<file path="src/logic/fpga_config_map.vh">
`ifndef FPGA_CONFIG_MAP_VH
`define FPGA_CONFIG_MAP_VH

// ========================================
// Configuration modes on the mode straps
`define MODE_SLAVE_SERIAL  2'h0
`define MODE_MASTER_SERIAL 2'h1
`define MODE_MASTER_PAR    2'h2
`define MODE_PERIPHERAL    2'h3

// ========================================
// Widths and depths
`define BYTE_W      8
`define ADDR_W      16
`define FIFO_DEPTH  16
`define FIFO_AW     4
`define SYNC_W      16

// ========================================
// Timing
`define CLK_PERIOD_NS    10
`define HOLD_OFF_NS      1000
`define HOLD_OFF_CYCLES  ((`HOLD_OFF_NS + `CLK_PERIOD_NS - 1) / `CLK_PERIOD_NS)

// ========================================
// Reset values
`define ADDR_RESET  16'h0000

`endif

</file>
<file path="src/logic/fpga_config_pin_interface.v">
`timescale 1ns/10ps
`include "fpga_config_map.vh"

// ========================================
// Byte FIFO between fetch and serializer
module byte_fifo #(
    parameter WIDTH = 8,
    parameter DEPTH = 16,
    parameter AW    = 4
) (
    input  wire             clk,
    input  wire             rst,
    input  wire [WIDTH-1:0] in_data,
    input  wire             in_valid,
    output wire             in_ready,
    output wire [WIDTH-1:0] out_data,
    output wire             out_valid,
    input  wire             out_ready
);
    localparam [AW:0] FULL_COUNT = DEPTH[AW:0];
    reg  [WIDTH-1:0] mem [0:DEPTH-1];
    reg  [AW:0]      wr_ptr;
    reg  [AW:0]      rd_ptr;
    wire [AW:0]      fill;
    assign fill      = wr_ptr - rd_ptr;
    assign in_ready  = (fill != FULL_COUNT);
    assign out_valid = (fill != {(AW+1){1'b0}});
    assign out_data  = mem[rd_ptr[AW-1:0]];
    always @(posedge clk) begin
        if (in_valid && in_ready) begin
            mem[wr_ptr[AW-1:0]] <= in_data;
        end
    end
    always @(posedge clk or posedge rst) begin
        if (rst) begin
            wr_ptr <= {(AW+1){1'b0}};
            rd_ptr <= {(AW+1){1'b0}};
        end else begin
            if (in_valid && in_ready) begin
                wr_ptr <= wr_ptr + 1'b1;
            end
            if (out_valid && out_ready) begin
                rd_ptr <= rd_ptr + 1'b1;
            end
        end
    end
endmodule
// ========================================
// Configuration pin interface
// Operation
// - All four selects asserted means buffer write
// - Data latched when any select releases
// - Ready output paces peripheral host writes
// - Read pulse rises before address changes
// - Sixteen-bit EPROM address in master parallel
// - Parallel modes move one byte per transfer
// - Serial input is stream or bit 0
// - Cascade output forwards data to next slave
// - Pins become user I/O after configuration
// - Weak pull-ups active until configuration ends
// - Unused outputs tri-stated with pull-up
// - Hold-off line blocks master while low
// - Byte taken just before address steps
// - LSB on cascade 1.5 clocks after accept
module fpga_config_pin_interface (
    input  wire        sys_clk,
    input  wire        rst,
    input  wire [1:0]  mode_strap,
    input  wire        config_clock,
    input  wire        config_done,
    input  wire        select_low_a,
    input  wire        select_low_b,
    input  wire        select_high,
    input  wire        write_strobe_low,
    input  wire [7:0]  parallel_byte_in,
    input  wire        hold_off_in,
    output reg         hold_off_out,
    output reg         hold_off_oe,
    output reg  [15:0] eprom_address_out,
    output reg         eprom_address_oe,
    output reg         read_pulse,
    output reg         read_pulse_oe,
    output reg         ready_busy,
    output reg         ready_busy_oe,
    output reg         cascade_out,
    output reg         cascade_oe,
    output reg         config_bit,
    output reg         config_bit_valid,
    output reg         pullup_enable,
    output reg         io_release
);
    localparam [1:0] ST_HOLD = 2'h0;
    localparam [1:0] ST_WAIT = 2'h1;
    localparam [1:0] ST_LOAD = 2'h2;
    localparam [1:0] ST_DONE = 2'h3;
    localparam [1:0] SH_IDLE  = 2'h0;
    localparam [1:0] SH_ARM   = 2'h1;
    localparam [1:0] SH_SHIFT = 2'h2;
    localparam integer HOLD_CYCLES = `HOLD_OFF_CYCLES;
    // ========================================
    // Input synchronisers
    reg  [`SYNC_W-1:0] sync_a;
    reg  [`SYNC_W-1:0] sync_b;
    wire [`SYNC_W-1:0] pin_bundle;
    wire [1:0]         s_mode;
    wire               s_config_clock;
    wire               s_hold;
    wire [3:0]         s_sel;
    wire [7:0]         s_data;
    assign pin_bundle = {mode_strap, config_clock, hold_off_in, select_low_a, select_low_b,
                         select_high, write_strobe_low, parallel_byte_in};
    assign s_mode = sync_b[15:14];
    assign s_config_clock = sync_b[13];
    assign s_hold = sync_b[12];
    assign s_sel  = sync_b[11:8];
    assign s_data = sync_b[7:0];
    always @(posedge sys_clk or posedge rst) begin
        if (rst) begin
            sync_a <= 16'h0000;
            sync_b <= 16'h0000;
        end else begin
            sync_a <= pin_bundle;
            sync_b <= sync_a;
        end
    end
    // Three selects low, one high; order a, b, high, strobe
    function write_on;
        input [3:0] sel;
        begin
            write_on = ~sel[3] & ~sel[2] & sel[1] & ~sel[0];
        end
    endfunction
    // ========================================
    // Edge detection and state
    reg        config_clock_prev;
    reg        wr_prev;
    reg [1:0]  state;
    reg [1:0]  mode;
    reg [15:0] hold_cnt;
    reg [1:0]  sh_state;
    reg [7:0]  sh_data;
    reg [2:0]  sh_cnt;
    reg        ser_bit;
    reg        push_valid;
    reg [7:0]  push_data;
    wire config_clock_rise = s_config_clock & ~config_clock_prev;
    wire config_clock_fall = ~s_config_clock & config_clock_prev;
    wire wr_now    = write_on(s_sel);
    wire loading   = (state == ST_LOAD);
    wire serial_md = (mode == `MODE_SLAVE_SERIAL) || (mode == `MODE_MASTER_SERIAL);
    wire is_master = (s_mode == `MODE_MASTER_SERIAL) || (s_mode == `MODE_MASTER_PAR);
    wire       fifo_in_ready;
    wire [7:0] fifo_out_data;
    wire       fifo_out_valid;
    wire       fifo_pop = loading & ~serial_md & (sh_state == SH_IDLE) & config_clock_rise;
    byte_fifo #(
        .WIDTH (`BYTE_W),
        .DEPTH (`FIFO_DEPTH),
        .AW    (`FIFO_AW)
    ) u_fifo (
        .clk       (sys_clk),
        .rst       (rst),
        .in_data   (push_data),
        .in_valid  (push_valid),
        .in_ready  (fifo_in_ready),
        .out_data  (fifo_out_data),
        .out_valid (fifo_out_valid),
        .out_ready (fifo_pop)
    );
    // ========================================
    // Sequencing
    always @(posedge sys_clk or posedge rst) begin
        if (rst) begin
            state    <= ST_HOLD;
            mode     <= `MODE_SLAVE_SERIAL;
            hold_cnt <= 16'h0000;
        end else begin
            case (state)
                ST_HOLD: begin
                    hold_cnt <= hold_cnt + 16'h0001;
                    if (hold_cnt == HOLD_CYCLES[15:0] - 16'h0001) begin
                        state <= ST_WAIT;
                    end
                end
                ST_WAIT: begin
                    if (!is_master || s_hold) begin
                        mode  <= s_mode;
                        state <= ST_LOAD;
                    end
                end
                ST_LOAD: begin
                    if (config_done) begin
                        state <= ST_DONE;
                    end
                end
                default: begin
                    state <= ST_DONE;
                end
            endcase
        end
    end
    // ========================================
    // Byte fetch: peripheral writes, EPROM reads
    always @(posedge sys_clk or posedge rst) begin
        if (rst) begin
            config_clock_prev         <= 1'b0;
            wr_prev           <= 1'b0;
            push_valid        <= 1'b0;
            push_data         <= 8'h00;
            read_pulse        <= 1'b0;
            eprom_address_out <= `ADDR_RESET;
        end else begin
            config_clock_prev  <= s_config_clock;
            wr_prev    <= wr_now;
            push_valid <= 1'b0;
            read_pulse <= read_pulse & loading;
            if (loading && mode == `MODE_PERIPHERAL && wr_prev && !wr_now) begin
                push_data  <= s_data;
                push_valid <= 1'b1;
            end
            if (loading && mode == `MODE_MASTER_PAR && config_clock_rise && fifo_in_ready &&
                !push_valid && !read_pulse) begin
                push_data  <= s_data;
                push_valid <= 1'b1;
                read_pulse <= 1'b1;
            end
            if (read_pulse && config_clock_fall) begin
                read_pulse        <= 1'b0;
                eprom_address_out <= eprom_address_out + 16'h0001;
            end
        end
    end
    // ========================================
    // Serializer and cascade output
    // One idle clock period between bytes; a trade for a simpler shifter.
    always @(posedge sys_clk or posedge rst) begin
        if (rst) begin
            sh_state         <= SH_IDLE;
            sh_data          <= 8'h00;
            sh_cnt           <= 3'h0;
            ser_bit          <= 1'b0;
            cascade_out      <= 1'b1;
            config_bit       <= 1'b0;
            config_bit_valid <= 1'b0;
        end else begin
            config_bit_valid <= 1'b0;
            if (loading && serial_md) begin
                if (config_clock_rise) begin
                    ser_bit          <= s_data[0];
                    config_bit       <= s_data[0];
                    config_bit_valid <= 1'b1;
                end
                if (config_clock_fall) begin
                    cascade_out <= ser_bit;
                end
            end else if (loading) begin
                case (sh_state)
                    SH_IDLE: begin
                        if (fifo_pop && fifo_out_valid) begin
                            sh_data  <= fifo_out_data;
                            sh_cnt   <= 3'h0;
                            sh_state <= SH_ARM;
                        end
                    end
                    SH_ARM: begin
                        if (config_clock_fall) begin
                            sh_state <= SH_SHIFT;
                        end
                    end
                    SH_SHIFT: begin
                        if (config_clock_fall) begin
                            cascade_out      <= sh_data[0];
                            config_bit       <= sh_data[0];
                            config_bit_valid <= 1'b1;
                            sh_data          <= {1'b0, sh_data[7:1]};
                            sh_cnt           <= sh_cnt + 3'h1;
                            if (sh_cnt == 3'h7) begin
                                sh_state <= SH_IDLE;
                            end
                        end
                    end
                    default: begin
                        sh_state <= SH_IDLE;
                    end
                endcase
            end
        end
    end
    // ========================================
    // Pin roles and enables
    always @(posedge sys_clk or posedge rst) begin
        if (rst) begin
            hold_off_out     <= 1'b0;
            hold_off_oe      <= 1'b0;
            eprom_address_oe <= 1'b0;
            read_pulse_oe    <= 1'b0;
            ready_busy       <= 1'b0;
            ready_busy_oe    <= 1'b0;
            cascade_oe       <= 1'b0;
            pullup_enable    <= 1'b1;
            io_release       <= 1'b0;
        end else begin
            hold_off_out <= 1'b0;
            hold_off_oe  <= (state == ST_HOLD);
            eprom_address_oe <= loading && mode == `MODE_MASTER_PAR;
            read_pulse_oe    <= loading && mode == `MODE_MASTER_PAR;
            ready_busy_oe    <= loading && mode == `MODE_PERIPHERAL;
            cascade_oe       <= loading;
            ready_busy <= loading && mode == `MODE_PERIPHERAL && !wr_now && !push_valid &&
                          !wr_prev && !fifo_out_valid && sh_state == SH_IDLE;
            pullup_enable <= (state != ST_DONE);
            io_release <= (state == ST_DONE);
        end
    end
endmodule

</file>
<file path="config.mk">
export PLATFORM = sky130hd
export DESIGN_NAME = fpga_config_pin_interface
export DESIGN_NICKNAME = d
export VERILOG_FILES = /design/src/logic/fpga_config_pin_interface.v
export VERILOG_INCLUDE_DIRS = /design/src /design/src/logic
export SDC_FILE = /design/constraint.sdc
export NUM_CORES = 1
export LEC_CHECK = 0
export BUFFER_PORTS_ARGS = -buffer_cell sky130_fd_sc_hd__clkbuf_2
export CAP_MARGIN = 0
export CORE_ASPECT_RATIO = 0.5
export CORE_MARGIN = 2
export CORE_UTILIZATION = 45
export DETAILED_ROUTE_END_ITERATION = 8
export GPL_ROUTABILITY_DRIVEN = 0
export PLACE_DENSITY = 0.59
export SYNTH_ARGS = -nofsm -noshare
export SYNTH_HDL_FRONTEND = slang
export SYNTH_HIERARCHICAL = 1
export SYNTH_SLANG_ARGS = --single-unit
</file>
<file path="constraint.sdc">
create_clock -name sys_clk -period 10.3 [get_ports sys_clk]
set_input_delay 0.515 -clock sys_clk [delete_from_list [all_inputs] [get_ports sys_clk]]
set_output_delay 0.515 -clock sys_clk [all_outputs]
set_load 0.01 [all_outputs]
</file>
# After elaboration in Yosys (flattened, before gate mapping)
# Memories as Yosys holds them, arrays and structs flattened.
# Cells that the tools add are included.
# classes
addsub	6
multipliers	0
n_div	0
magnitude_cmp	0
eq_ne	24
shifts	0
muxes	35
n_bitwise	16
reduce_logical	42
# ops
operator	n
adder 16 x 1 -> 16 bit, second input constant	2
two-way mux 8 bit	4
inequality test 2 bit, second input constant	10
two-way mux 1 bit	18
logical AND 1 bit	17
equality test 16 x 7 -> 1 bit, second input constant	1
one-hot mux 8 bit (2 select lines)	1
two-way mux 2 bit	7
equality test 2 bit, second input constant	6
one-hot mux 2 bit (3 select lines)	2
adder 5 x 1 -> 5 bit, second input constant	2
nonzero test 2 bit	5
bitwise AND 1 bit	9
equality test 2 x 1 -> 1 bit, second input constant	4
AND reduction 4 bit	2
NOT 1 bit	7
logical NOT 1 bit	6
logical NOT 2 bit	3
two-way mux 3 bit	2
one-hot mux 3 bit (2 select lines)	1
AND reduction 6 bit	1
inequality test 5 bit, second input constant	1
AND reduction 5 bit	1
nonzero test 5 bit	1
other kinds (7)	10
# word_totals
regBits	114
latch_bits	0
ram_bits	128
romBits	0
inputBits	19
out_inout_bits	29
elab_cells	151
mem_count	1
# memory_table
memory	words	word_bits	read_ports	rd_clocked_by_memory_dff	write_ports	line	source
u_fifo.mem	16	8	1	0	1	fpga_config_pin_interface.v:21	reg [WIDTH-1:0] mem [0:DEPTH-1];

# Logic depth before layout (Yosys ltp)
# depth
depth_word	10
mapped_depth	16
mapped_depth_nobuf	11

# Modules after synthesis
# Netlist, hierarchy kept.
# by_module_without_submodules
mod	instances	cells_each	area_per_inst_um2	seq_area_each_um2
byte_fifo	1	311	5644.2	4093.9
fpga_config_pin_interface	1	307	3975.1	2605.0

# Worst setup path before layout
# No wires, ideal clock.
# synth_timing
path_type	reg2reg
start	reg u_fifo.rd_ptr[2]
end	mem u_fifo.mem[3][0], enable pin
setup_ns	0.383
arrival_ns	3.077
required_time_ns	9.917
setup_slack_ns	6.840
path_stages_with_launch	14
path_buffers	5
synth_period_minus_slack_ns	3.460
path_cell_list	dfrtp_1 > buf_2 > buf_2 > clkbuf_1 > inv_1 > clkbuf_1 > ha_1 > or2_0 > o22ai_1 > xnor2_1 > o41a_1 > buf_6 > nand2_1 > nor3_1
# synth_via
elab_chain_cells	5
# synth_rtl
item	line	source
start, declared	fpga_config_pin_interface.v:23	reg [AW:0] rd_ptr;
start signal, assigned	fpga_config_pin_interface.v:37	rd_ptr <= {(AW+1){1'b0}};
start signal, assigned	fpga_config_pin_interface.v:43	rd_ptr <= rd_ptr + 1'b1;
subtractor 5 bit	fpga_config_pin_interface.v:25	assign fill = wr_ptr - rd_ptr;
inequality test 5 bit	fpga_config_pin_interface.v:26	assign in_ready = (fill != FULL_COUNT);
logical AND 1 bit	fpga_config_pin_interface.v:30	if (in_valid && in_ready) begin
two-way mux 1 bit	fpga_config_pin_interface.v:30	
two-way mux 1 bit (implied by the code)	fpga_config_pin_interface.v:31	mem[wr_ptr[AW-1:0]] <= in_data;
end, declared	fpga_config_pin_interface.v:21	
# Every way passes these cells.

# Worst setup path in the final report
# layout_timing
start	reg u_fifo.rd_ptr[1]
end	mem u_fifo.mem[2][5], enable pin
# Same word-level chain as after synthesis.

==> report_table.html <==
<table>
<tr><th>Metric</th><th>Value</th></tr>
<tr><th colspan="2">Synth</th></tr>
<tr><td>Fraction of the yosys area taken by sequential cells</td><td>69.6%</td></tr>
<tr><td>Post-synth net total</td><td>650</td></tr>
<tr><td>Flip-flop cell with the highest count after synthesis</td><td>edfxtp_1</td></tr>
<tr><td>Synthesized cell area</td><td>9620 um2</td></tr>
<tr><td>Cells after synthesis</td><td>618</td></tr>
<tr><td>FFs w/ async S/R, synth</td><td>47.1%</td></tr>
<tr><td>Distinct cell type count after synthesis</td><td>57</td></tr>
<tr><td>Area share of the largest cell type after synthesis</td><td>40.0%</td></tr>
<tr><td>Top-count cell post-synth</td><td>edfxtp_1</td></tr>
<tr><td>Count of yosys warnings during synthesis</td><td>6</td></tr>
<tr><td>Synthesized area per cell</td><td>15.6 um2</td></tr>
<tr><td>Seq cells post-synth</td><td>242</td></tr>
<tr><td>Cell types occupying the most area after synthesis</td><td>edfxtp_1 40%, dfrtp_1 29%, mux4_2 7.5%</td></tr>
<tr><td>Leading cell types by count after synthesis</td><td>128 x edfxtp_1, 112 x dfrtp_1, 66 x nand2_1</td></tr>
<tr><td>Yosys top cell by area</td><td>edfxtp_1</td></tr>
<tr><td>Number of enable flip-flop cells after synthesis</td><td>128</td></tr>
<tr><th colspan="2">Floorplan</th></tr>
<tr><td>Core Rows</td><td>37</td></tr>
<tr><td>Height of the chip</td><td>107 um</td></tr>
<tr><td>Die extent in x</td><td>211 um</td></tr>
<tr><td>Initial standard-cell utilization of the core</td><td>46.4%</td></tr>
<tr><td>Core region area</td><td>20,700 um2</td></tr>
<tr><td>I/O pin count</td><td>48</td></tr>
<tr><td>Die area</td><td>22,600 um2</td></tr>
<tr><th colspan="2">Clock network</th></tr>
<tr><td>Clock root buffer master</td><td>clkbuf_16</td></tr>
<tr><td>Clock net sink count</td><td>242</td></tr>
<tr><td>Clock insertion delay at the later pin of the skew report</td><td>0.52 ns</td></tr>
<tr><td>Number of resized instances in the post-cts repair step</td><td>0</td></tr>
<tr><td>TritonCTS buffer count</td><td>22</td></tr>
<tr><td>Clock slew seen by the registers of the worst setup and hold paths</td><td>0.06 ns</td></tr>
<tr><td>Buffer count from post-CTS setup fixing</td><td>0</td></tr>
<tr><td>TritonCTS clock tree</td><td>done</td></tr>
<tr><td>H-tree depth reported by CTS</td><td>1</td></tr>
<tr><td>Hold-fix buffers at CTS</td><td>0</td></tr>
<tr><td>Number of buffers on the longest clock path</td><td>3</td></tr>
<tr><th colspan="2">Route</th></tr>
<tr><td>Initial detailed-routing violation count</td><td>407</td></tr>
<tr><td>Iteration count of the initial detailed-routing pass</td><td>4</td></tr>
<tr><td>Wire per inst</td><td>19.3 um</td></tr>
<tr><td>Number of remaining DRC errors</td><td>0</td></tr>
<tr><td>Total Routed Length</td><td>18,400 um</td></tr>
<tr><td>Routed vias/inst</td><td>5.30</td></tr>
<tr><td>Remaining antenna violation count after routing</td><td>0</td></tr>
<tr><td>Number of vias in the routed layout</td><td>5,063</td></tr>
<tr><th colspan="2">Layout</th></tr>
<tr><td>Number of fill cells in the layout</td><td>1,715</td></tr>
<tr><td>Fraction of layout instances using a drive strength above 1</td><td>21.3%</td></tr>
<tr><td>Number of non-filler instances in the completed layout</td><td>955</td></tr>
<tr><td>Number of nets in the final layout</td><td>698</td></tr>
<tr><td>Antenna Diode Count</td><td>0</td></tr>
<tr><td>Area of the multi-input gates</td><td>2740 um2</td></tr>
<tr><td>Combined flip-flop and latch cell area</td><td>6700 um2</td></tr>
<tr><td>P&amp;R area growth vs syn</td><td>12.9%</td></tr>
<tr><th colspan="2">Setup path</th></tr>
<tr><td>Critical Path AT</td><td>4.71 ns</td></tr>
<tr><td>R2r startpoint</td><td>u_fifo/rd_ptr[1]</td></tr>
<tr><td>Launching element type of the critical path</td><td>register</td></tr>
<tr><td>Worst EP required</td><td>10.43 ns</td></tr>
<tr><td>Kind of critical path</td><td>register to register</td></tr>
<tr><td>Crit path buffers/inverters</td><td>1</td></tr>
<tr><td>Delay of the slowest critical-path stage</td><td>1.07 ns</td></tr>
<tr><td>Endpoint of the worst-slack reg-to-reg timing path</td><td>u_fifo/mem[2][5]</td></tr>
<tr><td>Critical path, cell by cell</td><td>clkinv_1 &gt; ha_1 &gt; nor2b_2 &gt; o22ai_1 &gt; xnor2_1 &gt; o41a_1 &gt; nand2_1 &gt; nor3_1</td></tr>
<tr><td>Reg-to-reg slack, setup</td><td>5.72 ns</td></tr>
<tr><td>Cell family with most CP delay</td><td>simple AND/OR/NAND/NOR gates</td></tr>
<tr><td>Highest-delay cell along the critical path</td><td>dfrtp_1</td></tr>
<tr><td>Instance count on the critical path</td><td>8</td></tr>
<tr><td>Maximum fanout encountered on the critical timing path</td><td>28</td></tr>
<tr><td>Worst Reg-to-Reg Cells</td><td>8</td></tr>
<tr><td>Endpoint class of the critical path</td><td>register</td></tr>
<tr><th colspan="2">STA</th></tr>
<tr><td>Final setup viols</td><td>0</td></tr>
<tr><td>Post-route clock skew</td><td>0.0104 ns</td></tr>
<tr><td>Worst hold slack across all endpoints</td><td>0.0142 ns</td></tr>
<tr><td>Hold violation total from the final report</td><td>0</td></tr>
<tr><td>Final worst path period need</td><td>4.58 ns</td></tr>
<tr><td>Total Neg Setup Slack</td><td>0 ns</td></tr>
<tr><td>Final worst setup slack</td><td>5.72 ns</td></tr>
<tr><td>Max Slew Vio Count</td><td>0</td></tr>
<tr><td>Period utilisation layout</td><td>44.4%</td></tr>
<tr><td>F_max</td><td>218 MHz</td></tr>
<tr><td>Normalized max-slew margin</td><td>25.0%</td></tr>
<tr><td>Unrepaired setup endpoints after global routing</td><td>false</td></tr>
<tr><td>Worst slew pin tran</td><td>1.12 ns</td></tr>
<tr><th colspan="2">Placement</th></tr>
<tr><td>Number of buffers inserted by port buffering</td><td>46</td></tr>
<tr><td>Dpl cells</td><td>915</td></tr>
<tr><td>Worst Setup Slack post-DPL</td><td>5.71 ns</td></tr>
<tr><td>Post-DP HPWL</td><td>12,300 um</td></tr>
<tr><th colspan="2">Power and ir drop</th></tr>
<tr><td>Static Leakage</td><td>4.15 nW</td></tr>
<tr><td>Sum of internal, switching and leakage power</td><td>1.94 mW</td></tr>
<tr><td>PwrDens</td><td>179 nW/um2</td></tr>
<tr><td>Worst IR Drop VDD</td><td>0.000100 V</td></tr>
<tr><th colspan="2">Global route</th></tr>
<tr><td>Largest net degree at the start of global routing</td><td>71</td></tr>
<tr><td>Number of global-route vias before repair</td><td>4,987</td></tr>
<tr><td>Number of antenna violations at the first check in global routing</td><td>0</td></tr>
<tr><td>Wire length of the first global-routing pass</td><td>28,700 um</td></tr>
<tr><td>Total routing resource utilization after global routing</td><td>16.9%</td></tr>
<tr><td>Overflow after GRT</td><td>0</td></tr>
<tr><th colspan="2">Outcome</th></tr>
<tr><td>Outcome</td><td>finished, final reports clean</td></tr>
<tr><th colspan="2">Min path</th></tr>
<tr><td>Min-Delay Path Class</td><td>primary input to asynchronous set/reset pin</td></tr>
<tr><th colspan="2">Job</th></tr>
<tr><td>Max capacitance violation total</td><td>0</td></tr>
</table>
[how the worst max path moves through the flow]
| stage | startpoint | to | slack [ns] |
|---|---|---|---|
| floorplan | u_fifo/rd_ptr[2] | u_fifo/mem[3][0] | 6.84 |
| global placement | u_fifo/rd_ptr[1] | u_fifo/mem[0][0] | 5.87 |
| detailed placement | u_fifo/rd_ptr[1] | u_fifo/mem[0][0] | 5.71 |
| CTS | u_fifo/rd_ptr[1] | u_fifo/mem[0][0] | 5.65 |
| global route | u_fifo/rd_ptr[1] | u_fifo/mem[0][5] | 5.34 |
| finish | u_fifo/rd_ptr[1] | u_fifo/mem[2][5] | 5.72 |
[sequential cells by signal (all words and copies together), names as in the netlist, 2 cells and up]
register and flops:
state 2, sync_b 16, hold_cnt 16, u_fifo/rd_ptr 5, eprom_address_out 16, sh_data 8
u_fifo/mem 128, u_fifo/wr_ptr 5, mode 2, sh_cnt 3, push_data 8, sync_a 16
sh_state 2
[cells in the final DEF, fill, tap and decap left out, types with 8 or more instances in the layout]
master | synthesis | final
a31oi_1 | 10 | 10
and3_1 | 10 | 10
clkbuf_16 | 0 | 23
clkbuf_2 | 0 | 46
dfrtp_1 | 112 | 111
edfxtp_1 | 128 | 128
ha_1 | 13 | 13
inv_1 | 14 | 13
mux2_2 | 16 | 16
mux2i_1 | 8 | 8
mux4_2 | 32 | 32
nand2_1 | 66 | 66
nand2b_1 | 9 | 9
nand3_1 | 11 | 11
nand4_1 | 9 | 9
nor2_1 | 35 | 35
nor3_1 | 11 | 11
o21ai_0 | 16 | 16
xnor2_1 | 29 | 29
xor2_1 | 14 | 14
[routing by layer]
metal / GRT usage (%) / part of all wire (%) / up-vias
met3: 4.17 / 4.9 / 29
met2: 25.5 / 44 / 108
li1: - / - / 2377
met4: 4.58 / 2.2 / 0
met5: 0 / 0 / -
met1: 24.6 / 49 / 2549
[logic make-up after synthesis]
| family | after synthesis | synth area share, % |
|---|---|---|
| and+or+nand+nor | 180 | 9.48 |
| adders and majority gates | 13 | 1.69 |
| muxes | 56 | 10.2 |
| buffers and inverters | 39 | 1.85 |
| other | 1 | 0.0390 |
| AOI/OAI and AO/OA | 44 | 3.19 |
| xor gates and xnor gates | 43 | 3.92 |
| DFF | 242 | 69.6 |
[layout make-up]
type | count | area share [%]
clock inverters | 7 | 0.957
repair buffers | 48 | 2.26
inverters | 15 | 0.542
clock buffers | 33 | 6.11
flip-flops and latches | 242 | 61.7
well taps | 273 | 3.15
multi-input cells | 337 | 25.3
[where the power goes]
group          switching, mW  total [mW]  internal, mW
sequential            0.0202        1.06          1.04
clock                  0.349       0.849         0.500
combinational         0.0216      0.0369        0.0153
[stage by stage]
step	instance area, um2	utilization (%)
after detailed placement	10100	48.6
final	10900	52.3
after global placement	10100	48.6
after global routing	10900	52.3
after CTS	10900	52.3
after floorplan	9620	-
No activity file was read; power rests on OpenSTA's default activity.
